### src/cbp_pkg.sv
package cbp_pkg;

	// Bus geometry
	localparam int unsigned ADDR_W = 10;

	// Register indices; byte address is four times the index
	localparam logic [7:0] IDX_OVW = 8'haa;
	localparam logic [7:0] IDX_SYS = 8'hab;
	localparam logic [7:0] IDX_PORT = 8'hae;
	localparam logic [7:0] IDX_TST = 8'hc0;
	localparam logic [7:0] IDX_DIR = 8'hc1;
	localparam logic [7:0] IDX_EDGE = 8'hc2;
	localparam logic [7:0] IDX_CMP = 8'hc3;
	localparam logic [7:0] IDX_CMD = 8'hc4;
	localparam logic [7:0] IDX_CFLG = 8'hc5;
	localparam logic [7:0] IDX_OFLG = 8'hc6;
	localparam logic [7:0] IDX_CNT = 8'hc7;
	localparam logic [7:0] IDX_CAP0 = 8'hc8;
	localparam logic [7:0] IDX_HLD0 = 8'hcc;
	localparam logic [7:0] IDX_PAC0 = 8'hd0;

	// Field positions
	localparam int unsigned SYS_LATCH_QUEUE_SELECT = 0;
	localparam int unsigned SYS_BUFFER_ENABLE = 1;
	localparam int unsigned SYS_ACCUMULATOR_SATURATE = 2;
	localparam int unsigned SYS_FLAG_SETTING_MODE = 3;
	localparam int unsigned SYS_SH_LO = 4;
	localparam int unsigned TST_BYP = 1;
	localparam int unsigned CMD_FLAT = 0;
	localparam int unsigned CMP_OM7 = 8;
	localparam int unsigned CMP_OL7 = 9;
	localparam int unsigned CMP_MSK7 = 10;

	// Reset values
	localparam logic [7:0] OVW_RST = 8'h00;
	localparam logic [7:0] SYS_RST = 8'h00;
	localparam logic [7:0] TST_RST = 8'h00;
	localparam logic [7:0] DIR_RST = 8'h00;
	localparam logic [7:0] PORT_RST = 8'h00;
	localparam logic [15:0] EDGE_RST = 16'h0000;
	localparam logic [10:0] CMP_RST = 11'h000;

	// Counter constants
	localparam logic [7:0] BYTE_MAX = 8'hff;
	localparam logic [15:0] WORD_MAX = 16'hffff;

endpackage

### src/cbp_capture_ctrl.sv
// Notes on behaviour
// - Capture empties when read or moved to holding; holding empties only when read.
// - Per-channel no-overwrite bit blocks event writes into full capture/holding.
// - System control accepts one write in normal mode, every write otherwise.
// - Share bit routes pin and edge detector of x to channel y.
// - Queue, flag mode, no-overwrite: first event fills capture only; next moves and flags.
// - Flag mode 0: flag per valid edge; 1 in queue: flag on holding latch.
// - Accumulator wraps FF to 00, or sticks at FF when saturate set.
// - Buffer enable 0 disables holding registers; 1 uses latch/queue select.
// - Force-latch write of one latches immediately when buffer and latch mode on.
// - Queue mode: capture timer; later capture shifts old value into holding first.
// - Latch mode: latch on modulus reaching zero or zero written to it.
// - Latch copies captures and accumulators to holding, then clears accumulators.
// - Test register readable always, writable only in special mode.
// - Bypass splits counter into two bytes both clocked every module clock.
// - In bypass, overflow flag sets when high byte rolls FF to 00.
// - Port read returns pin level for inputs, latch for outputs.
// - Port writes always update latch; pins driven only as general outputs.
// - Pin 7 feeds accumulator only with mode, level and mask bits all zero.
// - Enabled compare forces pin to output; direction bit kept but ignored.
// - Enabled capture never overrides the direction bit.
// - Direction 0 is input unless a timer overrides, 1 is always output.
`timescale 1ns/1ps
`default_nettype none

module cbp_capture_ctrl #(
	parameter logic [7:0] PRESCALE_DIV = 8'h01
) (
	// Clock and reset
	input wire logic CLK_I,
	input wire logic RSTN_I,
	// Avalon-MM slave
	input wire logic [cbp_pkg::ADDR_W-1:0] AVS_ADDRESS_I,
	input wire logic AVS_READ_I,
	input wire logic AVS_WRITE_I,
	input wire logic [31:0] AVS_WRITEDATA_I,
	input wire logic [3:0] AVS_BYTEENABLE_I,
	output logic [31:0] AVS_READDATA_O,
	output logic AVS_WAITREQUEST_O,
	// Chip mode levels
	input wire logic NORMAL_MODE_I,
	input wire logic SPECIAL_MODE_I,
	// Modulus counter and compare events
	input wire logic MOD_ZERO_I,
	input wire logic MOD_WRITE_ZERO_I,
	input wire logic CNT_RESET_I,
	input wire logic [7:0] OC_LEVEL_I,
	// Timer port pins
	input wire logic [7:0] PIN_I,
	output logic [7:0] PIN_O,
	output logic [7:0] PIN_OE_O,
	// Accumulator feed from pin 7
	output logic PAC7_IN_O
);

	typedef struct packed {
		// Bus side
		logic wt;
		logic [31:0] rdata;

		// Software registers
		logic [7:0] ovw;
		logic [7:0] sys;
		logic sys_wr;
		logic [7:0] tst;
		logic [7:0] dir;
		logic [7:0] port;
		logic [15:0] edge_cfg;
		logic [10:0] cmp;

		// Timer and flags
		logic [3:0] cflg;
		logic timer_overflow_flag;
		logic [15:0] cnt;
		logic [7:0] pre;

		// Capture channels
		logic [3:0][15:0] cap;
		logic [3:0][15:0] hold;
		logic [3:0][7:0] pac;
		logic [3:0][7:0] pach;
		logic [3:0] cap_full;
		logic [3:0] hold_full;

		// Pin path
		logic [7:0] s1;
		logic [7:0] s2;
		logic [7:0] s3;
		logic pac7;
		logic [7:0] pin_o;
		logic [7:0] oe;
	} cbp_state_t;

	cbp_state_t q;
	cbp_state_t d;
	logic [1:0] rst_sync_q;
	logic rst_n;

	// Byte lane 0 carries every 8-bit register
	function automatic logic [7:0] merge8(input logic [7:0] old, input logic [31:0] wd,
		input logic [3:0] be);
		merge8 = be[0] ? wd[7:0] : old;
	endfunction

	function automatic logic [15:0] merge16(input logic [15:0] old, input logic [31:0] wd,
		input logic [3:0] be);
		merge16 = {be[1] ? wd[15:8] : old[15:8], be[0] ? wd[7:0] : old[7:0]};
	endfunction

	// Saturating step holds at the top instead of wrapping
	function automatic logic [7:0] pac_inc(input logic [7:0] v, input logic sat);
		if (sat && v == cbp_pkg::BYTE_MAX) begin
			pac_inc = v;
		end else begin
			pac_inc = 8'(v + 8'h01);
		end
	endfunction

	// Reset release through two flops
	always_ff @(posedge CLK_I or negedge RSTN_I) begin
		if (!RSTN_I) begin
			rst_sync_q <= 2'b00;
		end else begin
			rst_sync_q <= {rst_sync_q[0], 1'b1};
		end
	end
	assign rst_n = rst_sync_q[1];

	always_comb begin
		logic [7:0] idx;
		logic req;
		logic acc_rd;
		logic acc_wr;
		logic [1:0] ch;
		logic [7:0] ev;
		logic [3:0] chev;
		logic buf_en;
		logic latch_queue_select;
		logic queue;
		logic flag_setting_mode;
		logic latch_evt;
		logic force_lat;
		logic [7:0] base;
		logic [7:0] rv;
		logic [1:0] ecfg;
		idx = AVS_ADDRESS_I[cbp_pkg::ADDR_W-1:2];
		req = AVS_READ_I | AVS_WRITE_I;
		acc_rd = AVS_READ_I & ~q.wt;
		acc_wr = AVS_WRITE_I & ~q.wt;
		ch = idx[1:0];
		ev = '0;
		chev = '0;
		base = '0;
		rv = '0;
		ecfg = '0;
		buf_en = 1'b0;
		latch_queue_select = 1'b0;
		flag_setting_mode = 1'b0;
		queue = 1'b0;
		latch_evt = 1'b0;
		force_lat = 1'b0;
		d = q;

		// One wait cycle per access; action at the edge where wait is low
		d.wt = !(req && q.wt);
		if (AVS_READ_I && q.wt) begin
			// Unmapped indices read as zero
			d.rdata = '0;
			for (int i = 0; i < 8; i++) begin
				rv[i] = q.oe[i] ? q.port[i] : q.s2[i];
			end
			case (idx)
				cbp_pkg::IDX_OVW: d.rdata = {24'h000000, q.ovw};
				cbp_pkg::IDX_SYS: d.rdata = {24'h000000, q.sys};
				cbp_pkg::IDX_PORT: d.rdata = {24'h000000, rv};
				cbp_pkg::IDX_TST: d.rdata = {24'h000000, q.tst};
				cbp_pkg::IDX_DIR: d.rdata = {24'h000000, q.dir};
				cbp_pkg::IDX_EDGE: d.rdata = {16'h0000, q.edge_cfg};
				cbp_pkg::IDX_CMP: d.rdata = {21'h000000, q.cmp};
				cbp_pkg::IDX_CFLG: d.rdata = {28'h0000000, q.cflg};
				cbp_pkg::IDX_OFLG: d.rdata = {31'h00000000, q.timer_overflow_flag};
				cbp_pkg::IDX_CNT: d.rdata = {16'h0000, q.cnt};
				default: begin
					if (idx[7:2] == cbp_pkg::IDX_CAP0[7:2]) begin
						d.rdata = {16'h0000, q.cap[ch]};
					end else if (idx[7:2] == cbp_pkg::IDX_HLD0[7:2]) begin
						d.rdata = {16'h0000, q.hold[ch]};
					end else if (idx[7:2] == cbp_pkg::IDX_PAC0[7:2]) begin
						d.rdata = {16'h0000, q.pach[ch], q.pac[ch]};
					end
				end
			endcase
		end

		// Reads that empty buffers, before events so a same-cycle event wins
		if (acc_rd && idx[7:2] == cbp_pkg::IDX_CAP0[7:2]) begin
			d.cap_full[ch] = 1'b0;
		end
		if (acc_rd && idx[7:2] == cbp_pkg::IDX_HLD0[7:2]) begin
			d.hold_full[ch] = 1'b0;
		end

		if (acc_wr) begin
			unique case (idx)
				cbp_pkg::IDX_OVW: d.ovw = merge8(q.ovw, AVS_WRITEDATA_I, AVS_BYTEENABLE_I);
				cbp_pkg::IDX_SYS: begin
					if (!NORMAL_MODE_I || !q.sys_wr) begin
						d.sys = merge8(q.sys, AVS_WRITEDATA_I, AVS_BYTEENABLE_I);
						d.sys_wr = 1'b1;
					end
				end
				cbp_pkg::IDX_PORT: begin
					d.port = merge8(q.port, AVS_WRITEDATA_I, AVS_BYTEENABLE_I);
				end
				cbp_pkg::IDX_TST: begin
					if (SPECIAL_MODE_I) begin
						d.tst = merge8(q.tst, AVS_WRITEDATA_I, AVS_BYTEENABLE_I);
					end
				end
				cbp_pkg::IDX_DIR: d.dir = merge8(q.dir, AVS_WRITEDATA_I, AVS_BYTEENABLE_I);
				cbp_pkg::IDX_EDGE: begin
					d.edge_cfg = merge16(q.edge_cfg, AVS_WRITEDATA_I, AVS_BYTEENABLE_I);
				end
				cbp_pkg::IDX_CMP: begin
					d.cmp = {AVS_BYTEENABLE_I[1] ? AVS_WRITEDATA_I[10:8] : q.cmp[10:8],
						AVS_BYTEENABLE_I[0] ? AVS_WRITEDATA_I[7:0] : q.cmp[7:0]};
				end
				cbp_pkg::IDX_CMD: begin
					force_lat = AVS_BYTEENABLE_I[0] & AVS_WRITEDATA_I[cbp_pkg::CMD_FLAT];
				end
				cbp_pkg::IDX_CFLG: begin
					// Write one to clear; an event in the same cycle still sets
					if (AVS_BYTEENABLE_I[0]) begin
						d.cflg = q.cflg & ~AVS_WRITEDATA_I[3:0];
					end
				end
				cbp_pkg::IDX_OFLG: begin
					if (AVS_BYTEENABLE_I[0] && AVS_WRITEDATA_I[0]) begin
						d.timer_overflow_flag = 1'b0;
					end
				end
				default: begin
				end
			endcase
		end

		// Free-running counter; flag sets after the clear so set wins
		if (CNT_RESET_I) begin
			d.cnt = '0;
			d.pre = '0;
		end else if (q.tst[cbp_pkg::TST_BYP]) begin
			d.cnt[7:0] = 8'(q.cnt[7:0] + 8'h01);
			d.cnt[15:8] = 8'(q.cnt[15:8] + 8'h01);
			// Prescaler parked so normal counting restarts from a clean phase
			d.pre = '0;
			if (q.cnt[15:8] == cbp_pkg::BYTE_MAX) begin
				d.timer_overflow_flag = 1'b1;
			end
		end else if (q.pre >= 8'(PRESCALE_DIV - 8'h01)) begin
			d.pre = '0;
			d.cnt = 16'(q.cnt + 16'h0001);
			if (q.cnt == cbp_pkg::WORD_MAX) begin
				d.timer_overflow_flag = 1'b1;
			end
		end else begin
			d.pre = 8'(q.pre + 8'h01);
		end

		// Two-flop synchroniser, third flop only for edge history
		d.s1 = PIN_I;
		d.s2 = q.s1;
		d.s3 = q.s2;
		// Edges judged on settled samples only, never on the first flop
		for (int i = 0; i < 8; i++) begin
			ecfg = q.edge_cfg[2*i +: 2];
			ev[i] = (ecfg[0] & q.s2[i] & ~q.s3[i]) | (ecfg[1] & ~q.s2[i] & q.s3[i]);
		end
		// A shared channel follows the upper pin and ignores its own
		for (int y = 0; y < 4; y++) begin
			chev[y] = q.sys[cbp_pkg::SYS_SH_LO + y] ? ev[y + 4] : ev[y];
		end

		buf_en = q.sys[cbp_pkg::SYS_BUFFER_ENABLE];
		latch_queue_select = q.sys[cbp_pkg::SYS_LATCH_QUEUE_SELECT];
		flag_setting_mode = q.sys[cbp_pkg::SYS_FLAG_SETTING_MODE];
		queue = buf_en & ~latch_queue_select;
		latch_evt = buf_en & latch_queue_select & (MOD_ZERO_I | MOD_WRITE_ZERO_I | force_lat);

		for (int y = 0; y < 4; y++) begin
			// Latch mode: copy then clear accumulator
			if (latch_evt) begin
				if (!q.ovw[y] || !d.hold_full[y]) begin
					d.hold[y] = q.cap[y];
					d.pach[y] = q.pac[y];
					d.hold_full[y] = 1'b1;
					d.cap_full[y] = 1'b0;
				end
				base = '0;
			end else begin
				base = q.pac[y];
			end
			// Accumulators count in every mode; only a latch clears them
			d.pac[y] = chev[y] ? pac_inc(base, q.sys[cbp_pkg::SYS_ACCUMULATOR_SATURATE]) : base;

			if (chev[y]) begin
				if (queue) begin
					// Shift only when a value is pending, or always without protection
					if (d.cap_full[y] || !q.ovw[y]) begin
						if (!q.ovw[y] || !d.hold_full[y]) begin
							d.hold[y] = q.cap[y];
							d.hold_full[y] = 1'b1;
							d.cap[y] = q.cnt;
							d.cap_full[y] = 1'b1;
							if (flag_setting_mode) begin
								d.cflg[y] = 1'b1;
							end
						end
					end else begin
						d.cap[y] = q.cnt;
						d.cap_full[y] = 1'b1;
					end
					if (!flag_setting_mode) begin
						d.cflg[y] = 1'b1;
					end
				end else begin
					if (!q.ovw[y] || !d.cap_full[y]) begin
						d.cap[y] = q.cnt;
						d.cap_full[y] = 1'b1;
					end
					d.cflg[y] = 1'b1;
				end
			end
		end

		// Pin direction and drive from the settled control values
		for (int i = 0; i < 8; i++) begin
			d.oe[i] = d.cmp[i] | d.dir[i];
			d.pin_o[i] = d.cmp[i] ? OC_LEVEL_I[i] : d.port[i];
		end
		// Any channel-7 mode, level or mask bit blocks the feed; none of them drives the pin
		d.pac7 = ~(q.cmp[cbp_pkg::CMP_OM7] | q.cmp[cbp_pkg::CMP_OL7] |
			q.cmp[cbp_pkg::CMP_MSK7]) & q.s2[7];
	end

	always_ff @(posedge CLK_I or negedge rst_n) begin
		if (!rst_n) begin
			q <= '0;
			q.wt <= 1'b1;
			q.ovw <= cbp_pkg::OVW_RST;
			q.sys <= cbp_pkg::SYS_RST;
			q.tst <= cbp_pkg::TST_RST;
			q.dir <= cbp_pkg::DIR_RST;
			q.port <= cbp_pkg::PORT_RST;
			q.edge_cfg <= cbp_pkg::EDGE_RST;
			q.cmp <= cbp_pkg::CMP_RST;
		end else begin
			q <= d;
		end
	end

	assign AVS_READDATA_O = q.rdata;
	assign AVS_WAITREQUEST_O = q.wt;
	assign PIN_O = q.pin_o;
	assign PIN_OE_O = q.oe;
	assign PAC7_IN_O = q.pac7;

endmodule

`default_nettype wire

### config.mk
export PLATFORM = sky130hd
export DESIGN_NAME = cbp_capture_ctrl
export DESIGN_NICKNAME = d
export VERILOG_FILES = /design/src/cbp_pkg.sv /design/src/cbp_capture_ctrl.sv
export SDC_FILE = /design/constraint.sdc
export NUM_CORES = 1
export LEC_CHECK = 0
export ABC_AREA = 1
export BUFFER_PORTS_ARGS = -buffer_cell sky130_fd_sc_hd__buf_2
export CAP_MARGIN = 0
export CORE_ASPECT_RATIO = 1.1
export CORE_MARGIN = 3
export CORE_UTILIZATION = 55
export CTS_BUF_LIST = sky130_fd_sc_hd__clkbuf_4 sky130_fd_sc_hd__clkbuf_8 sky130_fd_sc_hd__clkbuf_16
export CTS_CLUSTER_SIZE = 12
export DETAILED_ROUTE_END_ITERATION = 12
export HOLD_SLACK_MARGIN = 0.12
export PLACE_DENSITY = 0.74
export SLEW_MARGIN = 20
export SYNTH_ARGS = -nofsm -noshare
export SYNTH_HDL_FRONTEND = slang
export SYNTH_SLANG_ARGS = --single-unit
### constraint.sdc
create_clock -name CLK_I -period 12.3 [get_ports CLK_I]
set_input_delay 0.615 -clock CLK_I [delete_from_list [all_inputs] [get_ports CLK_I]]
set_output_delay 0.615 -clock CLK_I [all_outputs]
set_load 0.005 [all_outputs]
==> impl_metrics.tcl <==
set metrics [dict create \
    outcome "finished, final reports clean" \
    synth_seq_cells 349 \
    numClockSinks 349 \
    largest_net_degree_at_the_start_of_global_routing 169 \
    critical_path.endpoint_type "flop" \
    drt.antenna.violating_nets 0 \
    max-slew-margin-rel_pct 32.1 \
    route.detailed.vias_per_inst 5.89 \
    max_slew_violation_total_from_the_final_report 0 \
    detailed_place_hpwl_um 31800 \
    synthDistinctLibCells 50 \
    detail_route.wirelength_um 47200 \
    clock_tree_from_tritoncts "built" \
    r2r-end "q[136]" \
    post_synth_inst_count 1996 \
    gr-total-overflow 0 \
    unrepaired_setup_endpoints_after_global_routing "no" \
    final-setup-viol-count 0 \
    clock_tree_root_driver_cell "clkbuf_16" \
    final_min_period_over_clock_period_pct 29.2 \
    dr_wl_met3_um 3960 \
    avgSynthCellArea_um2 8.33 \
    m1WireLength_um 18500 \
    floorplan.die_area_mm2 0.0324 \
    final_nets 2102 \
    sequential_area_share_after_synthesis_pct 52.5 \
    critical_path.startpoint "AVS_WAITREQUEST_O" \
    hold_violation_count_in_the_final_report 0 \
    clock_insertion_delay_worst_skew_ps 520 \
    synth.cells.most_frequent "565 x nand2_1, 348 x dfrtp_1, 168 x inv_1" \
    worst_clock_skew_ps 7.35 \
    initial_core_util_pct 56.1 \
    yosysWarningCount 0 \
    cts_buffer_depth 3 \
    gpl.final_weighted_congestion 0.958 \
    drive_gt1_share_pct 10.7 \
    worst_setup_path_endpoint "q[136]" \
    worstRegToRegCells 12 \
    cts_inserted_buffers 37 \
    required_ps 12750 \
    routed-via-count 14273 \
    register_to_register_setup_slack_ps 8700 \
    synth_enable_flop_cells 0 \
    timing.final.crit_period_ps 3600 \
    rows 66 \
    worstMarginPinSlew_ps 1020 \
    synth.cell_area_mm2 0.0166 \
    worst_hold_path_type "in -> reg" \
    core-area_mm2 0.0296 \
    cp_max_fo 53 \
    grt_pass1_wl_um 75300 \
    groute.usage.overall_pct 29.6 \
    io_pins 121 \
    synth.area.top_cells "dfrtp_1 52%, nand2_1 13%, nand3_1 4.6%" \
    antenna_found_initial 0 \
    first_iter_violations 1488 \
    timing_worst_setup_path_type "reg -> reg" \
    cts.htree.levels 2 \
    synth-main-ff-cell "dfrtp_1" \
    die_h_um 188 \
    worst_ep_arrival_time_ps 4050 \
    number_of_global_route_vias_before_repair 13838 \
    met2_wirelength_um 21700 \
    achievable-frequency_mhz 278 \
    vdd_ir_drop_max_mv 0.115 \
    dr_drc_count 0 \
    final.setup.tns_ps 0 \
    synth_most_common_cell "nand2_1" \
    share_of_synthesized_registers_carrying_an_async_set_or_reset_pct 100 \
    netlist.top_cell.by_area "dfrtp_1" \
    timing.critical_path.from_type "flop" \
    clock_pin_slew_worst_setup_and_hold_paths_ps 60 \
    areaGrowthSynthToFinish_pct 9.33 \
    p_leak_nw 8.73 \
    power.density_mw_per_mm2 135 \
    wl_per_cell_um 19.5 \
    cts.repair_timing.setup_buffer_count 0 \
    drt_pre_antenna_iters 6 \
    total_power_mw 2.46 \
    io_buffers 84 \
    synth_largest_type_area_fraction_pct 52.4 \
    die_width_um 172 \
    dr.max_layer_used "met4" \
    worstReg2RegStart "AVS_WAITREQUEST_O" \
    drv.max_cap_violation_count 0 \
]
-- state kept, by name (all words and copies together) (netlist names) --
register,count
AVS_WAITREQUEST_O,1
AVS_READDATA_O,16
rst_sync_q,2
PAC7_IN_O,1
PIN_OE_O,8
d,16
q,297
PIN_O,8
-- metal layers --
metal	vias to the layer above	GRT usage, %
li1	6609	-
met1	6789	40.2
met2	720	46.4
met4	0	16.2
met5	-	0
met3	155	3.88
-- layout by cell type, fill, tap and decap left out, types with 49 or more instances in the layout --
cell / instances
a22oi_1: 52
inv_1: 168
o21ai_0: 122
nand2_1: 564
nand3_1: 152
dfrtp_1: 347
o22ai_1: 49
buf_2: 84
o21ai_1: 93
nor2_1: 104
-- critical path, cell delays in order, from the launching register on --
cell     delay [ps]
dfstp_2         570
inv_2            50
nand3_2         260
nor2_1          150
nand2_1         150
nand2_2          80
nand2_4         500
nand2_1         150
o21ai_1         220
nand3_2         520
nand2_2         660
nand2_1         110
nand2_1          80
-- how the worst min path moves through the flow --
| stage | from | slack (ps) | cells past startpoint | to |
|---|---|---|---|---|
| finish | PIN_I[6] | 200 | 1 | d[31] |
| CTS | PIN_I[3] | 190 | 1 | d[28] |
| global route | PIN_I[6] | 190 | 1 | d[31] |
| detailed placement | d[31] | 330 | 0 | d[23] |
| global placement | d[31] | 330 | 0 | d[23] |
| floorplan | RSTN_I | 320 | 0 | rst_sync_q[0] |
-- logic make-up after synthesis --
| group | after synthesis | share of synthesized area [%] |
|---|---|---|
| other | 2 | 0.0451 |
| AO/OA/AOI/OAI | 399 | 13.8 |
| XOR/XNOR | 10 | 0.527 |
| AND/OR/NAND/NOR | 918 | 23.7 |
| flip-flops | 349 | 52.5 |
| multiplexers | 8 | 0.542 |
| adder cells (fa/ha/maj) | 6 | 0.451 |
| buffers and inverters | 304 | 8.36 |
-- through the flow --
stage | hold slack, ps | util (%) | std cells | instance area (um2) | worst slack [ps]
4_1_cts | 191 | 61.3 | 2421 | 18200 | 8810
2_1_floorplan | 319 | - | 2011 | 16700 | 1850
3_3_place_gp | 333 | 57.3 | 2359 | 17000 | 8480
5_1_grt | 191 | 61.3 | 2421 | 18200 | 8570
3_5_place_dp | 335 | 57.3 | 2359 | 17000 | 8620
6_report | 201 | 61.3 | 2422 | 18200 | 8700
-- power breakdown --
| part | switching (mW) | leakage [nW] | internal [mW] |
|---|---|---|---|
| combinational | 0.106 | 3.69 | 0.0440 |
| clock | 0.445 | 0.602 | 0.656 |
| sequential | 0.0251 | 4.43 | 1.18 |
| total | 0.576 | 8.73 | 1.88 |
-- layout make-up --
class / instances / area (um2)
Fill cell: 2518 / 11500
Timing Repair Buffer: 98 / 541
Sequential cell: 349 / 8740
Clock inverter: 5 / 53.8
Tap cell: 374 / 468
Clock buffer: 56 / 1130
Inverter: 181 / 679
Antenna cell: 1 / 2.50
Multi-Input combinational cell: 1358 / 6570
-- timing repair --
action	CTS	global route
hold buffers	1	0
endpoints found under the hold margin	2	0
gates resized for setup	0	0
Power figures use the tool's default switching activity.
